## src/rtl/lsr_pkg.sv

```systemverilog
// constants for the light sensor register and integration logic
// shared by the core and by the bench that drives its register port
package lsr_pkg;

	localparam logic [7:0] LSR_ADDR_CMD      = 8'h00;
	localparam logic [7:0] LSR_ADDR_CTRL     = 8'h01;
	localparam logic [7:0] LSR_ADDR_UPPER    = 8'h02;
	localparam logic [7:0] LSR_ADDR_LOWER    = 8'h03;
	localparam logic [7:0] LSR_ADDR_RES_LO   = 8'h04;
	localparam logic [7:0] LSR_ADDR_RES_HI   = 8'h05;
	localparam logic [7:0] LSR_ADDR_CNT_LO   = 8'h06;
	localparam logic [7:0] LSR_ADDR_CNT_HI   = 8'h07;

	// address bits that turn a write into a command
	localparam int         LSR_SYNC_BIT      = 7;
	localparam int         LSR_CLEAR_BIT     = 6;

	// command register fields
	localparam int         LSR_CMD_ENABLE    = 7;
	localparam int         LSR_CMD_EXT_TIME  = 5;
	localparam int         LSR_CMD_WIDTH_LO  = 0;

	// control register fields
	localparam int         LSR_CTRL_FLAG     = 5;
	localparam int         LSR_CTRL_GAIN_LO  = 2;
	localparam int         LSR_CTRL_PERS_LO  = 0;

	localparam logic [7:0] LSR_CMD_RESET     = 8'h00;
	localparam logic [3:0] LSR_CTRL_RESET    = 4'h0;
	localparam logic [7:0] LSR_UPPER_RESET   = 8'hff;
	localparam logic [7:0] LSR_LOWER_RESET   = 8'h00;
	localparam logic [7:0] LSR_LIMIT_LOW_BYTE = 8'h00;

	// range constants per gain code
	localparam logic [16:0] LSR_RANGE_0      = 17'd973;
	localparam logic [16:0] LSR_RANGE_1      = 17'd3892;
	localparam logic [16:0] LSR_RANGE_2      = 17'd15568;
	localparam logic [16:0] LSR_RANGE_3      = 17'd62272;

	// oscillator cycles per conversion per width code
	localparam logic [16:0] LSR_LEN_0        = 17'd65536;
	localparam logic [16:0] LSR_LEN_1        = 17'd4096;
	localparam logic [16:0] LSR_LEN_2        = 17'd256;
	localparam logic [16:0] LSR_LEN_3        = 17'd16;

	// consecutive out-of-window integrations per persistence code
	localparam logic [4:0]  LSR_PERS_0       = 5'd1;
	localparam logic [4:0]  LSR_PERS_1       = 5'd4;
	localparam logic [4:0]  LSR_PERS_2       = 5'd8;
	localparam logic [4:0]  LSR_PERS_3       = 5'd16;

	typedef enum logic [1:0]
	{
		LSR_WIN_IDLE  = 2'b00,
		LSR_WIN_COUNT = 2'b01,
		LSR_WIN_FIRED = 2'b11
	} lsr_win_state_t;

endpackage

```

## src/rtl/lsr_core.sv

```systemverilog
// register file, integration timing and threshold interrupt of a light sensor
// assumes an upstream serial slave turns bus frames into single-cycle register
// strobes on clk_sys_i; osc_clk_i is the free-running conversion oscillator
//
// Contract
// - flag in control bit 5 sets on threshold trigger, host writing zero clears it.
// - gain field bits 3:2 picks one of four increasing range constants.
// - oscillator counts at half rate for gain codes 0,1, full rate otherwise.
// - flag and pin assert after m consecutive out-of-window integrations, m=1,4,8,16.
// - upper threshold resets to ff and is high byte of 16-bit limit.
// - lower threshold resets to 00 and is high byte of 16-bit limit.
// - result registers refresh with new conversion at every integration end.
// - result low byte reads at 04, high byte at 05.
// - timer count reads low at 06, high at 07, meaningful in external timing.
// - timer counts oscillator cycles during integration, latched at period end.
// - width setting fixes internal integration length at 2^n oscillator cycles.
// - full scale is 2^n internally, the latched timer count externally.
// - width codes 0..3 select 65536, 4096, 256, 16 cycles.
// - write with address bit 6 set clears the pending interrupt.
// - external timing: write with address bit 7 set ends and restarts integration.
// - addresses 04 to 07 are read-only; writes there do nothing.
`timescale 1ns/10ps

module lsr_core
	import lsr_pkg::*;
(
	input  wire logic        clk_sys_i,
	input  wire logic        rstn_i,
	input  wire logic        osc_clk_i,
	input  wire logic [15:0] conv_data_i,
	input  wire logic [7:0]  reg_addr_i,
	input  wire logic        reg_wr_i,
	input  wire logic [7:0]  reg_wdata_i,
	input  wire logic        reg_rd_i,
	output logic      [7:0]  reg_rdata_o,
	output logic             int_pin_o,
	output logic             int_pin_oe_n_o,
	output logic      [16:0] range_const_o,
	output logic      [16:0] full_scale_span_o,
	output logic             conv_done_o
);

	logic [7:0]     cmd_q;
	logic [3:0]     ctrl_q;
	logic           flag_q;
	logic [7:0]     upper_q;
	logic [7:0]     lower_q;
	logic [15:0]    result_q;
	logic [15:0]    timer_q;
	logic [15:0]    cyc_q;
	logic           half_q;
	logic [4:0]     pers_q;
	lsr_win_state_t win_q;
	logic           osc_s1_q;
	logic           osc_s2_q;
	logic           osc_s3_q;
	logic [7:0]     rdata_q;
	logic           done_q;

	logic           osc_edge;
	logic           osc_tick;
	logic           ext_mode;
	logic           sync_wr;
	logic           clear_wr;
	logic           plain_wr;
	logic           int_end;
	logic           ext_end;
	logic           conv_end;
	logic [16:0]    int_len;
	logic [15:0]    upper_lim;
	logic [15:0]    lower_lim;
	logic           outside;
	logic [4:0]     pers_need;
	logic [4:0]     pers_next;
	logic           trigger;
	logic           ctrl_clr;

	function automatic logic [16:0] width_len(input logic [1:0] code);
		case (code)
			2'b00:   width_len = LSR_LEN_0;
			2'b01:   width_len = LSR_LEN_1;
			2'b10:   width_len = LSR_LEN_2;
			default: width_len = LSR_LEN_3;
		endcase
	endfunction

	function automatic logic [4:0] pers_count(input logic [1:0] code);
		case (code)
			2'b00:   pers_count = LSR_PERS_0;
			2'b01:   pers_count = LSR_PERS_1;
			2'b10:   pers_count = LSR_PERS_2;
			default: pers_count = LSR_PERS_3;
		endcase
	endfunction

	function automatic logic [16:0] range_of(input logic [1:0] code);
		case (code)
			2'b00:   range_of = LSR_RANGE_0;
			2'b01:   range_of = LSR_RANGE_1;
			2'b10:   range_of = LSR_RANGE_2;
			default: range_of = LSR_RANGE_3;
		endcase
	endfunction

	// oscillator edge detection after two-flop synchroniser
	always_ff @(posedge clk_sys_i)
	begin
		if (!rstn_i)
		begin
			osc_s1_q <= 1'b0;
			osc_s2_q <= 1'b0;
			osc_s3_q <= 1'b0;
		end
		else
		begin
			osc_s1_q <= osc_clk_i;
			osc_s2_q <= osc_s1_q;
			osc_s3_q <= osc_s2_q;
		end
	end

	assign osc_edge = osc_s2_q & ~osc_s3_q;

	// low ranges take every second oscillator edge
	always_ff @(posedge clk_sys_i)
	begin
		if (!rstn_i)
			half_q <= 1'b0;
		else if (osc_edge)
			half_q <= ~half_q;
	end

	assign osc_tick = osc_edge & cmd_q[LSR_CMD_ENABLE]
	                  & (ctrl_q[LSR_CTRL_GAIN_LO+1] | half_q);

	// write decode
	assign ext_mode = cmd_q[LSR_CMD_EXT_TIME];
	assign sync_wr  = reg_wr_i & reg_addr_i[LSR_SYNC_BIT];
	assign clear_wr = reg_wr_i & reg_addr_i[LSR_CLEAR_BIT];
	assign plain_wr = reg_wr_i & ~reg_addr_i[LSR_SYNC_BIT] & ~reg_addr_i[LSR_CLEAR_BIT];
	// control write with the flag bit low
	assign ctrl_clr = plain_wr & (reg_addr_i == LSR_ADDR_CTRL) & ~reg_wdata_i[LSR_CTRL_FLAG];

	// integration end
	assign int_len  = width_len(cmd_q[LSR_CMD_WIDTH_LO +: 2]);
	assign int_end  = ~ext_mode & osc_tick
	                  & ({1'b0, cyc_q} == int_len - 17'd1);
	assign ext_end  = ext_mode & sync_wr;
	assign conv_end = int_end | ext_end;

	always_ff @(posedge clk_sys_i)
	begin
		if (!rstn_i)
			cyc_q <= 16'h0000;
		else if (conv_end)
			cyc_q <= 16'h0000;
		else if (osc_tick)
			cyc_q <= cyc_q + 16'h0001;
	end

	// latched timer and result
	// an internal end counts its own closing tick
	always_ff @(posedge clk_sys_i)
	begin
		if (!rstn_i)
		begin
			timer_q  <= 16'h0000;
			result_q <= 16'h0000;
		end
		else if (conv_end)
		begin
			timer_q  <= int_end ? cyc_q + 16'h0001 : cyc_q;
			result_q <= conv_data_i;
		end
	end

	always_ff @(posedge clk_sys_i)
	begin
		if (!rstn_i)
			done_q <= 1'b0;
		else
			done_q <= conv_end;
	end

	// writable registers; result and timer addresses fall through
	always_ff @(posedge clk_sys_i)
	begin
		if (!rstn_i)
		begin
			cmd_q   <= LSR_CMD_RESET;
			ctrl_q  <= LSR_CTRL_RESET;
			upper_q <= LSR_UPPER_RESET;
			lower_q <= LSR_LOWER_RESET;
		end
		else if (plain_wr)
		begin
			case (reg_addr_i)
				LSR_ADDR_CMD:   cmd_q   <= reg_wdata_i;
				LSR_ADDR_CTRL:  ctrl_q  <= reg_wdata_i[3:0];
				LSR_ADDR_UPPER: upper_q <= reg_wdata_i;
				LSR_ADDR_LOWER: lower_q <= reg_wdata_i;
				default:        ;
			endcase
		end
	end

	// window check against widened limits
	assign upper_lim = {upper_q, LSR_LIMIT_LOW_BYTE};
	assign lower_lim = {lower_q, LSR_LIMIT_LOW_BYTE};
	assign outside   = (conv_data_i > upper_lim) | (conv_data_i < lower_lim);
	assign pers_need = pers_count(ctrl_q[LSR_CTRL_PERS_LO +: 2]);
	assign trigger   = conv_end & outside & (pers_next >= pers_need);

	// a fresh excursion counts from one, a long one saturates at the top count
	always_comb
	begin
		pers_next = 5'd1;
		case (win_q)
			LSR_WIN_IDLE:
				pers_next = 5'd1;
			LSR_WIN_COUNT,
			LSR_WIN_FIRED:
				pers_next = (pers_q == LSR_PERS_3) ? pers_q : pers_q + 5'd1;
			default:
				pers_next = 5'd1;
		endcase
	end

	always_ff @(posedge clk_sys_i)
	begin
		if (!rstn_i)
			pers_q <= 5'd0;
		else if (conv_end)
			pers_q <= outside ? pers_next : 5'd0;
	end

	// tracks whether the latest readings lie outside the window
	always_ff @(posedge clk_sys_i)
	begin
		if (!rstn_i)
			win_q <= LSR_WIN_IDLE;
		else
		begin
			case (win_q)
				LSR_WIN_IDLE:
					if (conv_end & outside)
						win_q <= trigger ? LSR_WIN_FIRED : LSR_WIN_COUNT;
				LSR_WIN_COUNT:
					if (conv_end)
						win_q <= ~outside ? LSR_WIN_IDLE
						         : (trigger ? LSR_WIN_FIRED : LSR_WIN_COUNT);
				LSR_WIN_FIRED:
					if (conv_end & ~outside)
						win_q <= LSR_WIN_IDLE;
				default:
					win_q <= LSR_WIN_IDLE;
			endcase
		end
	end

	// set beats any clear in the same cycle
	always_ff @(posedge clk_sys_i)
	begin
		if (!rstn_i)
			flag_q <= 1'b0;
		else if (trigger)
			flag_q <= 1'b1;
		else if (clear_wr)
			flag_q <= 1'b0;
		else if (ctrl_clr)
			flag_q <= 1'b0;
	end

	// registered read data
	always_ff @(posedge clk_sys_i)
	begin
		if (!rstn_i)
			rdata_q <= 8'h00;
		else if (reg_rd_i)
		begin
			case (reg_addr_i)
				LSR_ADDR_CMD:    rdata_q <= cmd_q;
				LSR_ADDR_CTRL:   rdata_q <= {2'b00, flag_q, 1'b0, ctrl_q};
				LSR_ADDR_UPPER:  rdata_q <= upper_q;
				LSR_ADDR_LOWER:  rdata_q <= lower_q;
				LSR_ADDR_RES_LO: rdata_q <= result_q[7:0];
				LSR_ADDR_RES_HI: rdata_q <= result_q[15:8];
				LSR_ADDR_CNT_LO: rdata_q <= timer_q[7:0];
				LSR_ADDR_CNT_HI: rdata_q <= timer_q[15:8];
				default:         rdata_q <= 8'h00;
			endcase
		end
	end

	assign reg_rdata_o       = rdata_q;
	assign int_pin_o         = 1'b0;
	assign int_pin_oe_n_o    = ~flag_q;
	assign range_const_o     = range_of(ctrl_q[LSR_CTRL_GAIN_LO +: 2]);
	assign full_scale_span_o = ext_mode ? {1'b0, timer_q} : int_len;
	assign conv_done_o       = done_q;

endmodule

```

## config.mk

```make
export PLATFORM = sky130hd
export DESIGN_NAME = lsr_core
export DESIGN_NICKNAME = d
export VERILOG_FILES = /design/src/rtl/lsr_pkg.sv /design/src/rtl/lsr_core.sv
export SDC_FILE = /design/constraint.sdc
export NUM_CORES = 1
export LEC_CHECK = 0
export BUFFER_PORTS_ARGS = -buffer_cell sky130_fd_sc_hd__buf_2
export CAP_MARGIN = 40
export CELL_PAD_IN_SITES_DETAIL_PLACEMENT = 1
export CELL_PAD_IN_SITES_GLOBAL_PLACEMENT = 1
export CORE_AREA = 4 4 181 139
export CTS_CLUSTER_SIZE = 24
export DETAILED_ROUTE_END_ITERATION = 10
export DIE_AREA = 0 0 185 143
export PLACE_DENSITY = 0.45
export SETUP_SLACK_MARGIN = 0.3
export SLEW_MARGIN = 20
export SYNTH_ARGS = -nofsm -noshare
export SYNTH_HDL_FRONTEND = slang
export SYNTH_SLANG_ARGS = --single-unit
```

## constraint.sdc

```tcl
create_clock -name clk_sys_i -period 5.8 [get_ports clk_sys_i]
set_input_delay 0.29 -clock clk_sys_i [delete_from_list [all_inputs] [get_ports clk_sys_i]]
set_output_delay 0.29 -clock clk_sys_i [all_outputs]
set_load 0.005 [all_outputs]
```

# Word-level counts from Yosys, hierarchy flattened

Index checks and enable logic that the tools add are counted.

Register bits: 97

Reduce and logical (&&, ||, !) cells: 13
Add/sub/neg operators: 3
Bitwise operators: 27
Equality and inequality tests: 20
Muxes and demuxes: 18
Magnitude comparators: 3

Operator list:

| cell                                                                  | count |
|---|---|
| 8-bit case mux with 8 select lines                                    | 1 |
| 17-bit case mux with 3 select lines                                   | 1 |
| 16-bit case mux with 3 select lines                                   | 1 |
| 8-bit by 3-bit == test with 1-bit output (second input constant)      | 4 |
| 16-bit by 17-bit == test with 1-bit output                            | 1 |
| 17-bit 2-to-1 mux                                                     | 1 |
| 17-bit by 1-bit subtractor with 17-bit output (second input constant) | 1 |
| 16-bit by 1-bit adder with 16-bit output (second input constant)      | 1 |
| 8-bit by 2-bit == test with 1-bit output (second input constant)      | 2 |
| 16-bit > comparator                                                   | 1 |
| 16-bit less-than comparator                                           | 1 |
| 16-bit 2-to-1 mux                                                     | 1 |
| 1-bit AND                                                             | 15 |
| 5-bit 2-to-1 mux                                                      | 3 |
| 5-bit case mux with 3 select lines                                    | 1 |
| 2-bit 2-to-1 mux                                                      | 5 |
| 1-bit NOT                                                             | 9 |
| 2-bit by 1-bit == test with 1-bit output (second input constant)      | 4 |
| 2-bit == test (second input constant)                                 | 4 |
| 8-bit by 1-bit == test with 1-bit output (second input constant)      | 1 |
| 2-bit zero test                                                       | 4 |
| 8-bit zero test                                                       | 1 |
| 2-bit AND reduction                                                   | 4 |
| 2-bit inequality test (second input constant)                         | 3 |
| other kinds (9)                                                       | 14 |

# Longest topological paths before layout

Depth in word-level cells: 13
Mapped depth: 12
Mapped depth without buffers: 12

# Worst setup path after synthesis

OpenSTA, ideal clock, no wires.

Path kind: reg2reg
From: register cmd_q[1]
To: register pers_q[2]
Buffers on the path: 0
Cell stages (with the launch flop): 9
Required time: 5.683 ns
Arrival time: 2.030 ns
Period minus slack after synthesis: 2.147 ns
Library setup time: 0.117 ns
Path slack: 3.653 ns
Cells stage by stage: dfxtp_1 nand2_1 ha_1 nor4_1 a21oi_1 a21o_2 nor3_1 nor3_1 a32o_1

Cells in the longest elaborated chain, start to end: 6
Elaborated cells between the ends (all ways): 8

Ends and longest elaborated chain:

| what                                            | line            | source |
|---|---|---|
| start, declared                                 | lsr_core.sv:43  | `logic [7:0] cmd_q;` |
| start signal, assigned                          | lsr_core.sv:198 | `LSR_ADDR_CMD: cmd_q <= reg_wdata_i;` |
| 2-bit == test, or another cell as far along     | lsr_core.sv:79  | `case (code)` |
| 17-bit case mux with 3 select lines *           | lsr_core.sv:79  |  |
| 17-bit by 1-bit subtractor with 17-bit output * | lsr_core.sv:147 | `& ({1'b0, cyc_q} == int_len - 17'd1);` |
| 16-bit by 17-bit == test with 1-bit output *    | lsr_core.sv:147 |  |
| 1-bit AND *                                     | lsr_core.sv:147 |  |
| 1-bit bitwise OR *                              | lsr_core.sv:149 | `assign conv_end = int_end \| ext_end;` |
| end signal, assigned                            | lsr_core.sv:234 | `pers_q <= outside ? pers_next : 5'd0;` |
| end, declared                                   | lsr_core.sv:52  | `logic [4:0] pers_q;` |

Mark *: on every way between the ends. The rest lies on a longest branch, timed or not.
A chain may end at the register's enable or synchronous reset.

# Worst setup path after layout

From: register cmd_q[0]
To: register win_q[1]

Cells in the longest elaborated chain, start to end: 12
Elaborated cells between the ends (all ways): 20

Ends and longest elaborated chain:

| what                                            | line                             | source |
|---|---|---|
| 2-bit == test, or another cell as far along     | lsr_core.sv:79                   |  |
| 17-bit case mux with 3 select lines *           | lsr_core.sv:79                   |  |
| 17-bit by 1-bit subtractor with 17-bit output * | lsr_core.sv:147                  |  |
| 16-bit by 17-bit == test with 1-bit output *    | lsr_core.sv:147                  |  |
| 1-bit AND *                                     | lsr_core.sv:147                  |  |
| 1-bit bitwise OR *                              | lsr_core.sv:149                  |  |
| 1-bit AND                                       | lsr_core.sv:212, lsr_core.sv:246 |  |
| 1-bit AND                                       | lsr_core.sv:212                  | `assign trigger = conv_end & outside & (pers_next >= pers_need);` |
| 2-bit 2-to-1 mux                                | lsr_core.sv:247, lsr_core.sv:251 |  |
| 2-bit 2-to-1 mux                                | lsr_core.sv:250                  | `win_q <= ~outside ? LSR_WIN_IDLE` |
| 2-bit 2-to-1 mux                                | lsr_core.sv:249                  | `if (conv_end)` |
| 2-bit case mux with 3 select lines              | lsr_core.sv:244                  | `case (win_q)` |
| end signal, assigned                            | lsr_core.sv:247                  | `win_q <= trigger ? LSR_WIN_FIRED : LSR_WIN_COUNT;` |
| end signal, assigned                            | lsr_core.sv:250                  |  |
| end, declared                                   | lsr_core.sv:53                   | `lsr_win_state_t win_q;` |

Mark *: on every way between the ends. The rest lies on a longest branch, timed or not. The select of a mux whose other input is x is not followed.

==> metrics <==
delay-heaviest family, CP compound AO/OA/AOI/OAI gates; post_cts resized 0; Final ANT Viol Nets 0; Vias 4638; max-cap viol count 0; PnR worst setup slack between 2 and 3 ns; final WL around 19000 um; Initial Utilization 0.227; # diodes 0; crit path DAT about 3.2 ns; reg2reg end win_q[1]; maximum fanout along the worst path 23; global-route wire length before repair just under 30000 um; setup TNS 0 ns; CP required between 6 and 7 ns; area of the mapped netlist roughly 5300 um^2; initial antenna violation count 1; Worst Setup SP cmd_q[0]; most frequent cells in the layout dfxtp_1, nor2_1, buf_2; Crit path depth 9; Switch Pwr 0.332 mW; port bufs 78; Power Internal ~1.1 mW; hpwl dp between 10000 and 15000 um; Mapped Cells between 600 and 700; Nets 738; top_reg_cell synth dfxtp_1; DP Area ~5900 um^2; RSZ-0062 raised after global routing no; r2r startpoint cmd_q[0]; R2R Setup Slk roughly 2.9 ns; Slew HR 0.397; R2R depth 9; Post CTS Setup Buffer Count 0; startpoint types flop; Vias/cell between 4 and 5; most common cell after layout, fill and taps aside dfxtp_1; post-synth cell types 63; Root Buffer clkbuf_16; Clk network pwr share 0.480; largest net degree at the start of global routing 50; Clk Latency, worst-skew pair about 0.35 ns; fmax about 0.34 GHz; Die Ht ~140 um; core area 23500 um^2; Seq pwr share 0.464; Worst VDD drop 0.107 mV; Logic pwr share 0.056; Final Critical Period ~2.9 ns; CP Capture Type flop; Placed Instances 966; Switching Fraction 0.230; max-slew violations 0; Crit Path Class flop to flop; PD cells 229 nW/um^2; leakage power 2.44 nW; initial drt markers 220; Warnings, synthesis 0; GPL Wtd Cong ~0.8; # hold bufs at CTS 0; clock slew at reported path FFs around 0.070 ns; number of synthesized flops with an enable pin 0; CP max stage cell dfxtp_1; # clock sinks 97; CTS tree built; crit path buf inv count 1; Longest Clk Path Bufs 2; slowest cell delay on critical path 0.54 ns; Min Hold Slack roughly 0.14 ns; First-pass DRT Iterations 4; post-synthesis sequential area ratio 0.364; layout cells sized above 1 0.188; die width about 190 um; count of final setup violators 0; # rows 49; Tcrit/Tclk final 0.506; number of global-route vias before repair 4877; Clock Skew a little over 0.008 ns; average size of a mapped cell ~8.7 um^2; Critical Path Sink win_q[1]; outcome finished, final reports clean; Area Overhead vs Synth 17.7%; Final Hold Viols 0; grt ovf 0; worst slew pin tran ~0.90 ns; Residual DRC 0; routed len/inst just under 20 um; crit path cell chain nand2_1 > ha_1 > nor4_1 > a21oi_1 > a21o_2 > o31ai_4 > buf_4 > nand2_1 > o32ai_1; die area 26500 um^2; GR Util All Layers 0.146; most used cell, CP nand2_1; Top Ports ~80; FF+latch count, synth 97; FFs w/ async S/R, synth 0; htree depth 3; pre-CTS setup slack ~2.8 ns; Final Instance Area ~6300 um^2; Hold Crit Class primary input to flop; Num CTS Buffers 9; Layout Cells excl Fill between 900 and 1000
area by class of cell:
type                    instances  area (um^2)
fillers                      2836        17300
flip-flops and latches         97         1940
clock buffers                  12          267
multi-input cells             451         3060
well taps                     306          383
repair buffers                 86          448
clock inverters                 4         73.8
inverters                      27          101
metrics by stage:
step,utilization,total power [mW]
floorplan,-,0.728
global placement,0.252,0.764
detailed placement,0.252,0.765
CTS,0.266,1.46
global route,0.267,1.50
finish,0.267,1.44
registers in the layout, summed over array words and instances (netlist names), 2 cells and up:
name         flops
reg_rdata_o      8
result_q        16
ctrl_q           4
timer_q         16
cmd_q            8
upper_q          8
pers_q           5
cyc_q           16
lower_q          8
win_q            2
metal layers:
layer | share of wire | GRT usage | vias up
li1 | - | - | 2245
met1 | 0.54 | 0.218 | 2280
met4 | 0.016 | 0.0355 | 2
met5 | 0.00037 | 0 | -
met2 | 0.41 | 0.214 | 90
met3 | 0.038 | 0.0311 | 21
Yosys cell counts (all sizes together) (4+ instances only):
cell type | number | area (um^2)
mux2i | 46 | 460
nor3 | 13 | 65.1
ha | 29 | 363
a32o | 5 | 50.1
a221oi | 4 | 35.0
nor2b | 11 | 68.8
clkbuf | 21 | 88.8
or2 | 5 | 31.3
nor2 | 83 | 312
nand4 | 5 | 31.3
mux4 | 6 | 135
xnor2 | 14 | 123
dfxtp | 97 | 1940
mux2 | 5 | 56.3
nand3 | 19 | 100
and3 | 6 | 41.3
nor4 | 5 | 31.3
nand2 | 58 | 218
o22ai | 6 | 37.5
nand2b | 4 | 25.0
buf | 22 | 161
a21oi | 26 | 130
o211ai | 8 | 60.1
xor2 | 7 | 61.3
and2 | 24 | 150
inv | 26 | 97.6
a22o | 4 | 35.0
o2bb2ai | 5 | 43.8
o21ai | 14 | 70.1
power by group through the flow:
stage | clock (mW) | combinational, mW | sequential [mW]
detailed placement | 0 | 0.0815 | 0.684
finish | 0.691 | 0.0806 | 0.668
global route | 0.738 | 0.0896 | 0.668
global placement | 0 | 0.0801 | 0.684
CTS | 0.713 | 0.0819 | 0.668
floorplan | 0 | 0.0445 | 0.683
kinds of logic (layout without fill, tap and decap cells):
family / Yosys count / in the layout / share of synthesized area
simple gates: 246 / 246 / 0.221
flops: 97 / 97 / 0.364
compound gates: 95 / 95 / 0.123
buf+inv: 70 / 129 / 0.0659
mux: 57 / 57 / 0.122
fa+ha+maj: 29 / 29 / 0.0680
xor+xnor: 21 / 21 / 0.0345
other cells: 1 / 3 / 0.000703
how the worst min path moves through the flow:
stage,start,endpoint,cells after the start
after CTS,osc_clk_i,osc_s1_q,2
after global placement,osc_s1_q,osc_s2_q,1
final,osc_clk_i,osc_s1_q,2
after global routing,osc_clk_i,osc_s1_q,2
after floorplan,osc_s1_q,osc_s2_q,1
after detailed placement,osc_s1_q,osc_s2_q,1
Note: power is estimated with default switching activity, not from simulation.
